--- src/core/gpio_pkg.sv ---
// Constants, register map and field layout for the shared-pin I/O port
//////////////////////////////////////////////////////////////////////////////
// Contract
// Direction one means input, zero drives
// Reset sets every direction bit to input
// Latch reads latch, writes update latch
// Pin register reads pins, writes latch
// Unimplemented bits read as zero
// Active peripheral owns pin, port driver off
// Idle enabled peripheral leaves pin to port
// Port output never loops into peripheral input
// Open-drain pins only pull low
// Analog pins read low in pin register
// Software sets analog pins as inputs
// Software waits one cycle before reading back
// Change on selected input raises interrupt
// Per-input change enable gates the interrupt
// Separate weak pull-up and pull-down enables
// Software disables pull-up on output pins
// Input-only shared pins belong to port
// Digital inputs not connected to converter
// Change flag sticks until software clears
package gpio_pkg;

  // Port width and per-device implementation
  localparam int           PIN_W        = 16;
  localparam logic [15:0]  IMPL_MASK    = 16'h7fff;  // Bit 15 absent on this device
  localparam logic [15:0]  PERIPH_OUT   = 16'h0fff;  // Pins whose peripheral can drive

  // Bus geometry
  localparam int           ADDR_W       = 8;
  localparam int           DATA_W       = 32;

  // Register byte offsets
  localparam logic [7:0]   OFS_DIR      = 8'h00;
  localparam logic [7:0]   OFS_LATCH    = 8'h04;
  localparam logic [7:0]   OFS_PIN      = 8'h08;
  localparam logic [7:0]   OFS_ODSEL    = 8'h0c;
  localparam logic [7:0]   OFS_ANALOG   = 8'h10;
  localparam logic [7:0]   OFS_CHG_EN   = 8'h14;
  localparam logic [7:0]   OFS_PULLUP   = 8'h18;
  localparam logic [7:0]   OFS_PULLDN   = 8'h1c;
  localparam logic [7:0]   OFS_IRQ_STAT = 8'h20;
  localparam logic [7:0]   OFS_IRQ_MASK = 8'h24;

  // Reset values
  localparam logic [15:0]  RST_DIR      = 16'hffff;
  localparam logic [15:0]  RST_ZERO     = 16'h0000;

  // AHB encodings
  localparam logic [1:0]   HTRANS_NSEQ  = 2'h2;
  localparam logic [1:0]   HTRANS_SEQ   = 2'h3;
  localparam logic         HRESP_OKAY   = 1'h0;

endpackage

--- src/core/gpio_reg_if.sv ---
// Register access carrier between bus front end and the port core
`timescale 1ns/10ps
interface gpio_reg_if;
  logic                              wr_en;
  logic [gpio_pkg::ADDR_W-1:0]       wr_addr;
  logic [gpio_pkg::DATA_W-1:0]       wr_data;
  logic                              rd_en;
  logic [gpio_pkg::ADDR_W-1:0]       rd_addr;
  logic [gpio_pkg::DATA_W-1:0]       rd_data;

  modport front (
    output wr_en,
    output wr_addr,
    output wr_data,
    output rd_en,
    output rd_addr,
    input  rd_data
  );
  modport regs (
    input  wr_en,
    input  wr_addr,
    input  wr_data,
    input  rd_en,
    input  rd_addr,
    output rd_data
  );
endinterface

--- src/core/gpio_ahb_front.sv ---
// AHB-Lite slave front end: address capture, write strobe, read data register
`timescale 1ns/10ps
module gpio_ahb_front (
  input  wire logic                          i_mclk,
  input  wire logic                          i_sys_rst,
  input  wire logic                          i_hsel,
  input  wire logic [31:0]                   i_haddr,
  input  wire logic [1:0]                    i_htrans,
  input  wire logic                          i_hwrite,
  input  wire logic [31:0]                   i_hwdata,
  input  wire logic                          i_hready,
  output logic      [31:0]                   o_hrdata,
  output logic                               o_hreadyout,
  output logic                               o_hresp,
  gpio_reg_if.front                          bus
);
  logic                                      wr_pend_reg;
  logic [gpio_pkg::ADDR_W-1:0]               wr_addr_reg;
  logic                                      take;

  // Valid address phase seen by this slave
  assign take = i_hsel & i_hready &
                ((i_htrans == gpio_pkg::HTRANS_NSEQ) | (i_htrans == gpio_pkg::HTRANS_SEQ));

  // Write address held into the data phase
  always_ff @(posedge i_mclk) begin
    if (i_sys_rst) begin
      wr_pend_reg <= 1'b0;
      wr_addr_reg <= '0;
    end else begin
      wr_pend_reg <= take & i_hwrite;
      wr_addr_reg <= i_haddr[gpio_pkg::ADDR_W-1:0];
    end
  end

  // Write strobe with data phase data
  assign bus.wr_en   = wr_pend_reg;
  assign bus.wr_addr = wr_addr_reg;
  assign bus.wr_data = i_hwdata;

  // Read decoded in address phase, registered for the data phase
  assign bus.rd_en   = take & ~i_hwrite;
  assign bus.rd_addr = i_haddr[gpio_pkg::ADDR_W-1:0];

  // Zero wait states, always OKAY
  always_ff @(posedge i_mclk) begin
    if (i_sys_rst) begin
      o_hrdata    <= '0;
      o_hreadyout <= 1'b0;
      o_hresp     <= gpio_pkg::HRESP_OKAY;
    end else begin
      if (bus.rd_en) begin
        o_hrdata <= bus.rd_data;
      end
      o_hreadyout <= 1'b1;
      o_hresp     <= gpio_pkg::HRESP_OKAY;
    end
  end
endmodule

--- src/core/gpio_pin_mux.sv ---
// Output ownership, open-drain shaping and input gating for one pin
`timescale 1ns/10ps
module gpio_pin_mux #(
  parameter bit OUT_CAPABLE = 1'b1,
  parameter bit IMPL        = 1'b1
) (
  input  wire logic i_dir,
  input  wire logic i_latch,
  input  wire logic i_od_sel,
  input  wire logic i_analog,
  input  wire logic i_periph_en,
  input  wire logic i_periph_drive,
  input  wire logic i_periph_out,
  input  wire logic i_periph_oe,
  input  wire logic i_pin_in,
  output logic      o_pin_out,
  output logic      o_pin_oe,
  output logic      o_periph_in,
  output logic      o_pin_level
);
  logic periph_owns;
  logic port_drive;
  logic data;
  logic oe_raw;

  // Ownership: active peripheral wins, idle or input-only leaves it to port
  assign periph_owns = IMPL & OUT_CAPABLE & i_periph_en & i_periph_drive;
  assign port_drive  = IMPL & ~periph_owns & ~i_dir;
  assign data        = periph_owns ? i_periph_out : i_latch;
  assign oe_raw      = periph_owns ? i_periph_oe : port_drive;

  // Open-drain never drives high
  assign o_pin_out   = i_od_sel ? 1'b0 : data;
  assign o_pin_oe    = i_od_sel ? (oe_raw & ~data) : oe_raw;

  // Block loop-through and analog levels toward the peripheral
  assign o_periph_in = IMPL & ~port_drive & ~i_analog & i_pin_in;
  // Pin level readback, analog and absent bits read low
  assign o_pin_level = IMPL & ~i_analog & i_pin_in;
endmodule

--- src/core/gpio_port.sv ---
// Shared-pin parallel I/O port with change notification and AHB-Lite registers
//
// The AHB-Lite slave port and the register offsets were chosen for this implementation.
`timescale 1ns/10ps
module gpio_port (
  input  wire logic        i_mclk,
  input  wire logic        i_sys_rst,
  // AHB-Lite slave
  input  wire logic        i_hsel,
  input  wire logic [31:0] i_haddr,
  input  wire logic [1:0]  i_htrans,
  input  wire logic        i_hwrite,
  input  wire logic [2:0]  i_hsize,
  input  wire logic [31:0] i_hwdata,
  input  wire logic        i_hready,
  output logic      [31:0] o_hrdata,
  output logic             o_hreadyout,
  output logic             o_hresp,
  // Pins
  input  wire logic [15:0] i_pin_in,
  output logic      [15:0] o_pin_out,
  output logic      [15:0] o_pin_oe,
  output logic      [15:0] o_pullup_en,
  output logic      [15:0] o_pulldown_en,
  // Sharing peripherals
  input  wire logic [15:0] i_periph_en,
  input  wire logic [15:0] i_periph_drive,
  input  wire logic [15:0] i_periph_out,
  input  wire logic [15:0] i_periph_oe,
  output logic      [15:0] o_periph_in,
  // Converter input switches
  output logic      [15:0] o_adc_connect,
  // Interrupt
  output logic             o_irq
);

  //////////////////////////////////////////////////////////////////////////////
  // Declarations

  localparam int W = gpio_pkg::PIN_W;

  gpio_reg_if bus ();

  logic [W-1:0] pin_direction_reg;
  logic [W-1:0] output_holding_reg;
  logic [W-1:0] open_drain_select_reg;
  logic [W-1:0] analog_pin_config_reg;
  logic [W-1:0] change_irq_enable_reg;
  logic [W-1:0] weak_pullup_enable_reg;
  logic [W-1:0] weak_pulldown_enable_reg;
  logic [W-1:0] change_notice_reg;
  logic [W-1:0] irq_mask_reg;
  logic [W-1:0] prev_pin_reg;

  logic [W-1:0] wdata16;
  logic [W-1:0] mux_out;
  logic [W-1:0] mux_oe;
  logic [W-1:0] mux_periph_in;
  logic [W-1:0] pin_level;
  logic [W-1:0] change_hit;
  logic [W-1:0] change_notice_next;
  logic [W-1:0] rd_word;

  logic         wr_dir;
  logic         wr_latch;
  logic         wr_odsel;
  logic         wr_analog;
  logic         wr_chg_en;
  logic         wr_pullup;
  logic         wr_pulldn;
  logic         wr_stat;
  logic         wr_mask;

  //////////////////////////////////////////////////////////////////////////////
  // Bus front end

  gpio_ahb_front u_front (
    .i_mclk      (i_mclk),
    .i_sys_rst   (i_sys_rst),
    .i_hsel      (i_hsel),
    .i_haddr     (i_haddr),
    .i_htrans    (i_htrans),
    .i_hwrite    (i_hwrite),
    .i_hwdata    (i_hwdata),
    .i_hready    (i_hready),
    .o_hrdata    (o_hrdata),
    .o_hreadyout (o_hreadyout),
    .o_hresp     (o_hresp),
    .bus         (bus.front)
  );

  //////////////////////////////////////////////////////////////////////////////
  // Write decode

  // Only implemented bits are ever stored
  assign wdata16   = bus.wr_data[W-1:0] & gpio_pkg::IMPL_MASK;

  // One strobe per register
  assign wr_dir    = bus.wr_en & (bus.wr_addr == gpio_pkg::OFS_DIR);
  assign wr_latch  = bus.wr_en & ((bus.wr_addr == gpio_pkg::OFS_LATCH) |
                                  (bus.wr_addr == gpio_pkg::OFS_PIN));
  assign wr_odsel  = bus.wr_en & (bus.wr_addr == gpio_pkg::OFS_ODSEL);
  assign wr_analog = bus.wr_en & (bus.wr_addr == gpio_pkg::OFS_ANALOG);
  assign wr_chg_en = bus.wr_en & (bus.wr_addr == gpio_pkg::OFS_CHG_EN);
  assign wr_pullup = bus.wr_en & (bus.wr_addr == gpio_pkg::OFS_PULLUP);
  assign wr_pulldn = bus.wr_en & (bus.wr_addr == gpio_pkg::OFS_PULLDN);
  assign wr_stat   = bus.wr_en & (bus.wr_addr == gpio_pkg::OFS_IRQ_STAT);
  assign wr_mask   = bus.wr_en & (bus.wr_addr == gpio_pkg::OFS_IRQ_MASK);

  //////////////////////////////////////////////////////////////////////////////
  // Port control registers

  // Direction, all inputs after reset
  always_ff @(posedge i_mclk) begin
    if (i_sys_rst) begin
      pin_direction_reg <= gpio_pkg::RST_DIR & gpio_pkg::IMPL_MASK;
    end else if (wr_dir) begin
      pin_direction_reg <= wdata16;
    end
  end

  // Output latch, written through either the latch or the pin address
  always_ff @(posedge i_mclk) begin
    if (i_sys_rst) begin
      output_holding_reg <= gpio_pkg::RST_ZERO;
    end else if (wr_latch) begin
      output_holding_reg <= wdata16;
    end
  end

  // Open-drain select
  always_ff @(posedge i_mclk) begin
    if (i_sys_rst) begin
      open_drain_select_reg <= gpio_pkg::RST_ZERO;
    end else if (wr_odsel) begin
      open_drain_select_reg <= wdata16;
    end
  end

  // Analog pin configuration
  always_ff @(posedge i_mclk) begin
    if (i_sys_rst) begin
      analog_pin_config_reg <= gpio_pkg::RST_ZERO;
    end else if (wr_analog) begin
      analog_pin_config_reg <= wdata16;
    end
  end

  //////////////////////////////////////////////////////////////////////////////
  // Change notification and weak pull registers

  // Per-input change enables
  always_ff @(posedge i_mclk) begin
    if (i_sys_rst) begin
      change_irq_enable_reg <= gpio_pkg::RST_ZERO;
    end else if (wr_chg_en) begin
      change_irq_enable_reg <= wdata16;
    end
  end

  // Weak pull-up enables
  always_ff @(posedge i_mclk) begin
    if (i_sys_rst) begin
      weak_pullup_enable_reg <= gpio_pkg::RST_ZERO;
    end else if (wr_pullup) begin
      weak_pullup_enable_reg <= wdata16;
    end
  end

  // Weak pull-down enables
  always_ff @(posedge i_mclk) begin
    if (i_sys_rst) begin
      weak_pulldown_enable_reg <= gpio_pkg::RST_ZERO;
    end else if (wr_pulldn) begin
      weak_pulldown_enable_reg <= wdata16;
    end
  end

  // Interrupt mask, same layout as status
  always_ff @(posedge i_mclk) begin
    if (i_sys_rst) begin
      irq_mask_reg <= gpio_pkg::RST_ZERO;
    end else if (wr_mask) begin
      irq_mask_reg <= wdata16;
    end
  end

  //////////////////////////////////////////////////////////////////////////////
  // Per-pin ownership muxes

  genvar g;
  generate
    for (g = 0; g < W; g++) begin : g_pin
      gpio_pin_mux #(
        .OUT_CAPABLE (gpio_pkg::PERIPH_OUT[g]),
        .IMPL        (gpio_pkg::IMPL_MASK[g])
      ) u_mux (
        .i_dir          (pin_direction_reg[g]),
        .i_latch        (output_holding_reg[g]),
        .i_od_sel       (open_drain_select_reg[g]),
        .i_analog       (analog_pin_config_reg[g]),
        .i_periph_en    (i_periph_en[g]),
        .i_periph_drive (i_periph_drive[g]),
        .i_periph_out   (i_periph_out[g]),
        .i_periph_oe    (i_periph_oe[g]),
        .i_pin_in       (i_pin_in[g]),
        .o_pin_out      (mux_out[g]),
        .o_pin_oe       (mux_oe[g]),
        .o_periph_in    (mux_periph_in[g]),
        .o_pin_level    (pin_level[g])
      );
    end
  endgenerate

  //////////////////////////////////////////////////////////////////////////////
  // Registered pin-side outputs

  // Pin drivers take effect one cycle after the register write
  always_ff @(posedge i_mclk) begin
    if (i_sys_rst) begin
      o_pin_out <= '0;
      o_pin_oe  <= '0;
    end else begin
      o_pin_out <= mux_out;
      o_pin_oe  <= mux_oe;
    end
  end

  // Gated pin level toward the sharing peripherals
  always_ff @(posedge i_mclk) begin
    if (i_sys_rst) begin
      o_periph_in <= '0;
    end else begin
      o_periph_in <= mux_periph_in;
    end
  end

  // Weak pulls to the pad
  always_ff @(posedge i_mclk) begin
    if (i_sys_rst) begin
      o_pullup_en   <= '0;
      o_pulldown_en <= '0;
    end else begin
      o_pullup_en   <= weak_pullup_enable_reg;
      o_pulldown_en <= weak_pulldown_enable_reg;
    end
  end

  // Converter switch only on analog-configured pins
  always_ff @(posedge i_mclk) begin
    if (i_sys_rst) begin
      o_adc_connect <= '0;
    end else begin
      o_adc_connect <= analog_pin_config_reg & gpio_pkg::IMPL_MASK;
    end
  end

  //////////////////////////////////////////////////////////////////////////////
  // Change detection

  // Previous level; holds across a stopped clock so a change is still caught
  always_ff @(posedge i_mclk) begin
    if (i_sys_rst) begin
      prev_pin_reg <= gpio_pkg::RST_ZERO;
    end else begin
      prev_pin_reg <= i_pin_in & gpio_pkg::IMPL_MASK;
    end
  end

  // Enabled inputs that differ from the recorded level
  assign change_hit = change_irq_enable_reg & gpio_pkg::IMPL_MASK &
                      (i_pin_in ^ prev_pin_reg);

  // Sticky flags, write one to clear, a new change wins over the clear
  always_comb begin
    change_notice_next = change_notice_reg;
    if (wr_stat) begin
      change_notice_next = change_notice_next & ~wdata16;
    end
    change_notice_next = change_notice_next | change_hit;
  end

  always_ff @(posedge i_mclk) begin
    if (i_sys_rst) begin
      change_notice_reg <= gpio_pkg::RST_ZERO;
    end else begin
      change_notice_reg <= change_notice_next;
    end
  end

  // Level interrupt while an unmasked flag is set
  always_ff @(posedge i_mclk) begin
    if (i_sys_rst) begin
      o_irq <= 1'b0;
    end else begin
      o_irq <= |(change_notice_next & irq_mask_reg);
    end
  end

  //////////////////////////////////////////////////////////////////////////////
  // Read decode

  // Latch reads latch, pin address reads gated pin levels
  always_comb begin
    case (bus.rd_addr)
      gpio_pkg::OFS_DIR:      rd_word = pin_direction_reg;
      gpio_pkg::OFS_LATCH:    rd_word = output_holding_reg;
      gpio_pkg::OFS_PIN:      rd_word = pin_level;
      gpio_pkg::OFS_ODSEL:    rd_word = open_drain_select_reg;
      gpio_pkg::OFS_ANALOG:   rd_word = analog_pin_config_reg;
      gpio_pkg::OFS_CHG_EN:   rd_word = change_irq_enable_reg;
      gpio_pkg::OFS_PULLUP:   rd_word = weak_pullup_enable_reg;
      gpio_pkg::OFS_PULLDN:   rd_word = weak_pulldown_enable_reg;
      gpio_pkg::OFS_IRQ_STAT: rd_word = change_notice_reg;
      gpio_pkg::OFS_IRQ_MASK: rd_word = irq_mask_reg;
      default:                rd_word = '0;
    endcase
  end

  // Absent bits and upper half read as zero
  assign bus.rd_data = {16'h0000, rd_word & gpio_pkg::IMPL_MASK};

endmodule

--- config.mk ---
export PLATFORM = sky130hd
export DESIGN_NAME = gpio_port
export DESIGN_NICKNAME = d
export VERILOG_FILES = /design/src/core/gpio_pkg.sv /design/src/core/gpio_reg_if.sv /design/src/core/gpio_ahb_front.sv /design/src/core/gpio_pin_mux.sv /design/src/core/gpio_port.sv
export SDC_FILE = /design/constraint.sdc
export NUM_CORES = 1
export LEC_CHECK = 0
export BUFFER_PORTS_ARGS = -buffer_cell sky130_fd_sc_hd__buf_2
export CAP_MARGIN = 10
export CELL_PAD_IN_SITES_DETAIL_PLACEMENT = 0
export CELL_PAD_IN_SITES_GLOBAL_PLACEMENT = 2
export CORE_ASPECT_RATIO = 0.6
export CORE_MARGIN = 2
export CORE_UTILIZATION = 32
export DETAILED_ROUTE_END_ITERATION = 6
export HOLD_SLACK_MARGIN = 0.02
export PLACE_DENSITY = 0.89
export SLEW_MARGIN = 20
export SYNTH_ARGS = -nofsm -noshare
export SYNTH_HDL_FRONTEND = slang
export SYNTH_SLANG_ARGS = --single-unit
--- constraint.sdc ---
create_clock -name i_mclk -period 2.1 [get_ports i_mclk]
set_input_delay 0.42 -clock i_mclk [delete_from_list [all_inputs] [get_ports i_mclk]]
set_output_delay 0.42 -clock i_mclk [all_outputs]
set_load 0.005 [all_outputs]
* After elaboration in Yosys (flattened, before gate mapping) *
Cells that the tools add are included.

storage, ports and cells
  output and inout port bits = 131
  logic and storage cells = 294
  register bits after elaboration = 271

operators by class
  muxes and demuxes = 42
  equal/unequal tests = 20
  reductions and logical operators = 18
  bitwise operators = 175

operators by type and width
  cell                                                                   number
  15-bit one-hot mux with 10 select lines                                1
  1-bit AND                                                              97
  1-bit NOT                                                              70
  8-bit by 5-bit equality test with 1-bit output, second input constant  8
  1-bit 2-to-1 mux                                                       40
  8-bit by 4-bit equality test with 1-bit output, second input constant  4
  8-bit by 6-bit equality test with 1-bit output, second input constant  4
  2-bit OR reduction                                                     15
  15-bit by 16-bit AND with 16-bit output                                1
  16-bit by 15-bit AND with 16-bit output                                1
  16-bit AND                                                             1
  8-bit by 3-bit equality test with 1-bit output, second input constant  2
  8-bit zero test                                                        2
  16-bit 2-to-1 mux                                                      1
  15-bit NOT with 16-bit output                                          1
  16-bit OR                                                              1
  16-bit OR reduction                                                    1
  16-bit bitwise XOR                                                     1
  2-bit equality test, second input constant                             2
  1-bit OR                                                               2

* Logic depth before layout (Yosys ltp) *
  depth after elaboration = 6
  gate-level depth with buffers = 9

* Modules after synthesis *
A second synthesis with hierarchy kept.

second synthesis, totals
  cell total of the unflattened synthesis = 1,337
  area total of the unflattened synthesis = 12,615.8 µm²

by module, submodules not included
  module                              cells each  area an instance (µm²)  seq. area each (µm²)  instances
  gpio_port                           984         9,726.8                 4,884.7               1
  gpio_ahb_front                      204         2,049.5                 840.8                 1
  gpio_pin_mux (g_pin[0].u_mux ...)   11          60.1                    0.0                   12
  gpio_pin_mux (g_pin[12].u_mux ...)  4           26.3                    0.0                   3
  gpio_pin_mux (g_pin[15].u_mux)      5           40.0                    0.0                   1

* Worst setup path after synthesis *
No wires, ideal clock.

  kind = input-to-reg
  start = in i_haddr[2]
  end = reg u_front.o_hrdata[9]
  path slack = 0.193 ns
  arrival time = 1.774 ns
  data required time = 1.968 ns
  stages = 7
  path buffers = 2
  library setup time = 0.132 ns
  cells stage by stage = buf_2 -> buf_2 -> mux4_2 -> a21oi_1 -> nor2_1 -> o21bai_1 -> a21oi_1

on the way
  cells in the longest elaborated chain, start to end = 2
  elaborated cells on any way between the ends = 11
  those cells by class = 9 x eq/ne; 1 x mux; 1 x reduce/logical

ends and longest elaborated chain
  element                                                                 line                  source
  start: declaration                                                      gpio_port.sv:10       input wire logic [31:0] i_haddr,
  8-bit by 6-bit equality test with 1-bit output (tied with other cells)  gpio_port.sv:305      case (bus.rd_addr)
  15-bit one-hot mux with 10 select lines *                               gpio_port.sv:305
  end signal: assignment                                                  gpio_ahb_front.sv:53  o_hrdata <= bus.rd_data;
  end: declaration                                                        gpio_ahb_front.sv:12  output logic [31:0] o_hrdata,

Every way passes the cells marked *; elsewhere a longest branch is shown, timed or not.
A chain may end at the register's enable or synchronous reset.

* Final worst setup path *
  start = reg u_front.wr_addr_reg (netlist bit u_front.bus.wr_addr[1])
  end = reg o_irq

on the way
  cells in the longest elaborated chain, start to end = 6

ends and longest elaborated chain
  element                                         line                  source
  start: declaration                              gpio_ahb_front.sv:18  logic [gpio_pkg::ADDR_W-1:0] wr_addr_reg;
  start signal: assignment                        gpio_ahb_front.sv:32  wr_addr_reg <= i_haddr[gpio_pkg::ADDR_W-1:0];
  8-bit by 6-bit equality test with 1-bit output  gpio_port.sv:107      assign wr_stat = bus.wr_en & (bus.wr_addr == gpio_pkg::OFS_IRQ_STAT);
  1-bit AND                                       gpio_port.sv:107
  16-bit 2-to-1 mux                               gpio_port.sv:277      if (wr_stat) begin
  16-bit OR                                       gpio_port.sv:280      change_notice_next = change_notice_next | change_hit;
  16-bit by 15-bit AND with 16-bit output         gpio_port.sv:296      o_irq <= |(change_notice_next & irq_mask_reg);
  16-bit OR reduction                             gpio_port.sv:296
  end signal: assignment                          gpio_port.sv:296
  end: declaration                                gpio_port.sv:34       output logic o_irq

Every way passes these cells.

==> flow_metrics.env <==
export IMPL_status="finished, final reports clean"
export IMPL_drive_above_1_share=0.2744
export IMPL_post_route_cell_area_um2=13820
export IMPL_dp_hpwl_um=28300
export IMPL_rows=52
export IMPL_grt_overflow_total=0
export IMPL_numCtsBuffers=28
export IMPL_rsz0062_at_grt="no"
export IMPL_die_width_um=241.8
export IMPL_seq_area_frac_synth=0.4907
export IMPL_r2r_slack_ps=80
export IMPL_setup_violations=0
export IMPL_worstPathArrival_ps=2430
export IMPL_drc=0
export IMPL_die_y_um=146.7
export IMPL_fin_skew_ps=11.07
export IMPL_final_common_cell="dfxtp_1"
export IMPL_final_nets=1520
export IMPL_hp_class="in -> reg"
export IMPL_coreArea_um2=33570
export IMPL_cts_path_max_buffers=3
export IMPL_numPortBuffers=198
export IMPL_final_antenna_net_count=0
export IMPL_ctsHoldBuffers=0
export IMPL_grt_max_degree=48
export IMPL_worstSetupStartpointType="flip-flop"
export IMPL_area_delta_synth_final_pct=27.30
export IMPL_cp_end_kind="flip-flop"
export IMPL_grtUsageTotal=0.2091
export IMPL_peakVddDrop_mv=0.5562
export IMPL_antenna_found_initial=1
export IMPL_cpLargestDelayFamily="simple AND/OR/NAND/NOR gates"
export IMPL_cts_tree="done"
export IMPL_total_power_mw=10.71
export IMPL_fin_crit_ps=2024
export IMPL_crit_slowest_cell="dfxtp_2"
export IMPL_leakage_nw=6.065
export IMPL_synthTopCellsByArea="dfxtp_1 49%, mux2i_1 12%, nor2_1 4.3%, nor2b_1 3.9%, nand2_1 3.1%"
export IMPL_cellPowerDensity_nw_per_um2=774.9
export IMPL_yosys_warnings=0
export IMPL_viasPerCell=5.066
export IMPL_fillCellCount=3354
export IMPL_syn_area_um2=10850
export IMPL_grt_pass1_vias=8891
export IMPL_postSynthCellCount=1124
export IMPL_yosysTopAreaCell="dfxtp_1"
export IMPL_final_setup_tns_ps=0
export IMPL_dr_pass1_iters=5
export IMPL_clock_fmax_mhz=494.1
export IMPL_drv_slew=0
export IMPL_crit_fanout=8
export IMPL_htreeDepth=1
export IMPL_insertion_delay_ps=560
export IMPL_dieArea_um2=35450
export IMPL_grt_pass1_wl_um=56170
export IMPL_crit_type="reg -> reg"
export IMPL_hold_violations=0
export IMPL_placedInstanceArea_um2=12850
export IMPL_ys_seq_elements=266
export IMPL_finalNonFillerCells=1845
export IMPL_dp_cells=1791
export IMPL_drt_total_wl_um=38380
export IMPL_cts_sinks=266
export IMPL_maxCapViolCount=0
export IMPL_boundaryPins=285
export IMPL_final_cell_mix="264 x dfxtp_1, 197 x buf_2, 126 x mux2i_1, 123 x nor2_1, 88 x nand2_1"
export IMPL_synth_distinct_cells=61
export IMPL_avgRoutedWirePerCell_um=20.80
export IMPL_synth_largest_type_area_fraction=0.4907
export IMPL_gp_congestion=0.9376
export IMPL_cts_root_buf="clkbuf_16"
export IMPL_drtIter0Drc=785
export IMPL_syn_area_per_cell_um2=9.656
export IMPL_synth_edff_count=0
export IMPL_num_vias=9347
export IMPL_initial_core_util=0.3233
export IMPL_fin_hold_ws_ps=158.9
export IMPL_crit_chain="nor4_4 -> and3_4 -> buf_12 -> nand2_1 -> a32o_2 -> a211oi_2 -> a41oi_2"
export IMPL_cpPeakStageDelay_ps=330
export IMPL_worstPathRequired_ps=2500
export IMPL_fin_crit_sh=0.9638
export IMPL_path_clk_slew_ps=60
export IMPL_ys_flop_type="dfxtp_1"
export IMPL_worst_path_buf_inv=1
export IMPL_ys_async_sr_fraction=0
## Yosys cell counts, drive strengths merged (15+ instances only)
library cell	instances
clkbuf	43
inv	18
nor3b	19
nor2	124
nand3	44
a21oi	44
xor2	16
nand2	90
nor2b	68
a22oi	25
and3	15
nor3	18
buf	60
dfxtp	266
mux2i	126
o21ai	21
## kinds of logic (layout without fill, tap and decap cells)
kind of cell,count (synthesis),in the layout,share of synthesized area
flip-flops,266,266,0.4907
buffers and inverters,121,359,0.05488
multiplexers,137,137,0.1359
AO/OA/AOI/OAI,166,166,0.1103
other,1,25,0.0003455
AND/OR/NAND/NOR,417,417,0.1950
XOR/XNOR,16,16,0.01291
## power by group
| group | switching, mW | total, mW | internal, mW |
|---|---|---|---|
| combinational | 0.429 | 0.702 | 0.273 |
| clock | 2.12 | 4.88 | 2.76 |
| sequential | 0.0239 | 5.12 | 5.10 |
## area by class of cell
type                       count  area [um^2]  area share
multi-input combinational    760         5074      0.3672
clock inverter                12        111.4    0.008060
inverter                      18        67.56    0.004890
tap                          459        574.3     0.04157
antenna                        1        2.502   0.0001811
timing repair buffer         292         1873      0.1356
sequential                   266         5328      0.3856
clock buffer                  37        785.8     0.05687
## metrics by stage
stage	utilization	worst slack (ps)
after CTS	0.4098	4.088
after detailed placement	0.3827	-83.48
after floorplan	-	193.4
after global placement	0.3827	-68.33
after global routing	0.4114	12.81
final	0.4115	75.98
## repair_timing
item | in CTS | in global routing
cloned | 0 | 0
buffers inserted | 0 | 4
endpoints found under the setup margin | 1 | 1
pin swaps | 0 | 6
resized for setup | 2 | 9
## metal layers
metal | routed length (um) | track usage
met2 | 16850 | 0.3254
met4 | 584 | 0.03920
met5 | 13 | 0
met1 | 17880 | 0.3008
met3 | 3051 | 0.04246
## path summary, 6_finish.rpt
path                                             start                   to  cells after the start
worst max-delay path            u_front.bus.wr_addr[1]                o_irq                      7
worst min-delay path                       i_pin_in[9]      prev_pin_reg[9]                      2
worst max register to register  u_front.bus.wr_addr[1]                o_irq                      7
worst min register to register     u_front.o_hrdata[4]  u_front.o_hrdata[4]                      2
Note: power is estimated with default switching activity, not from simulation.
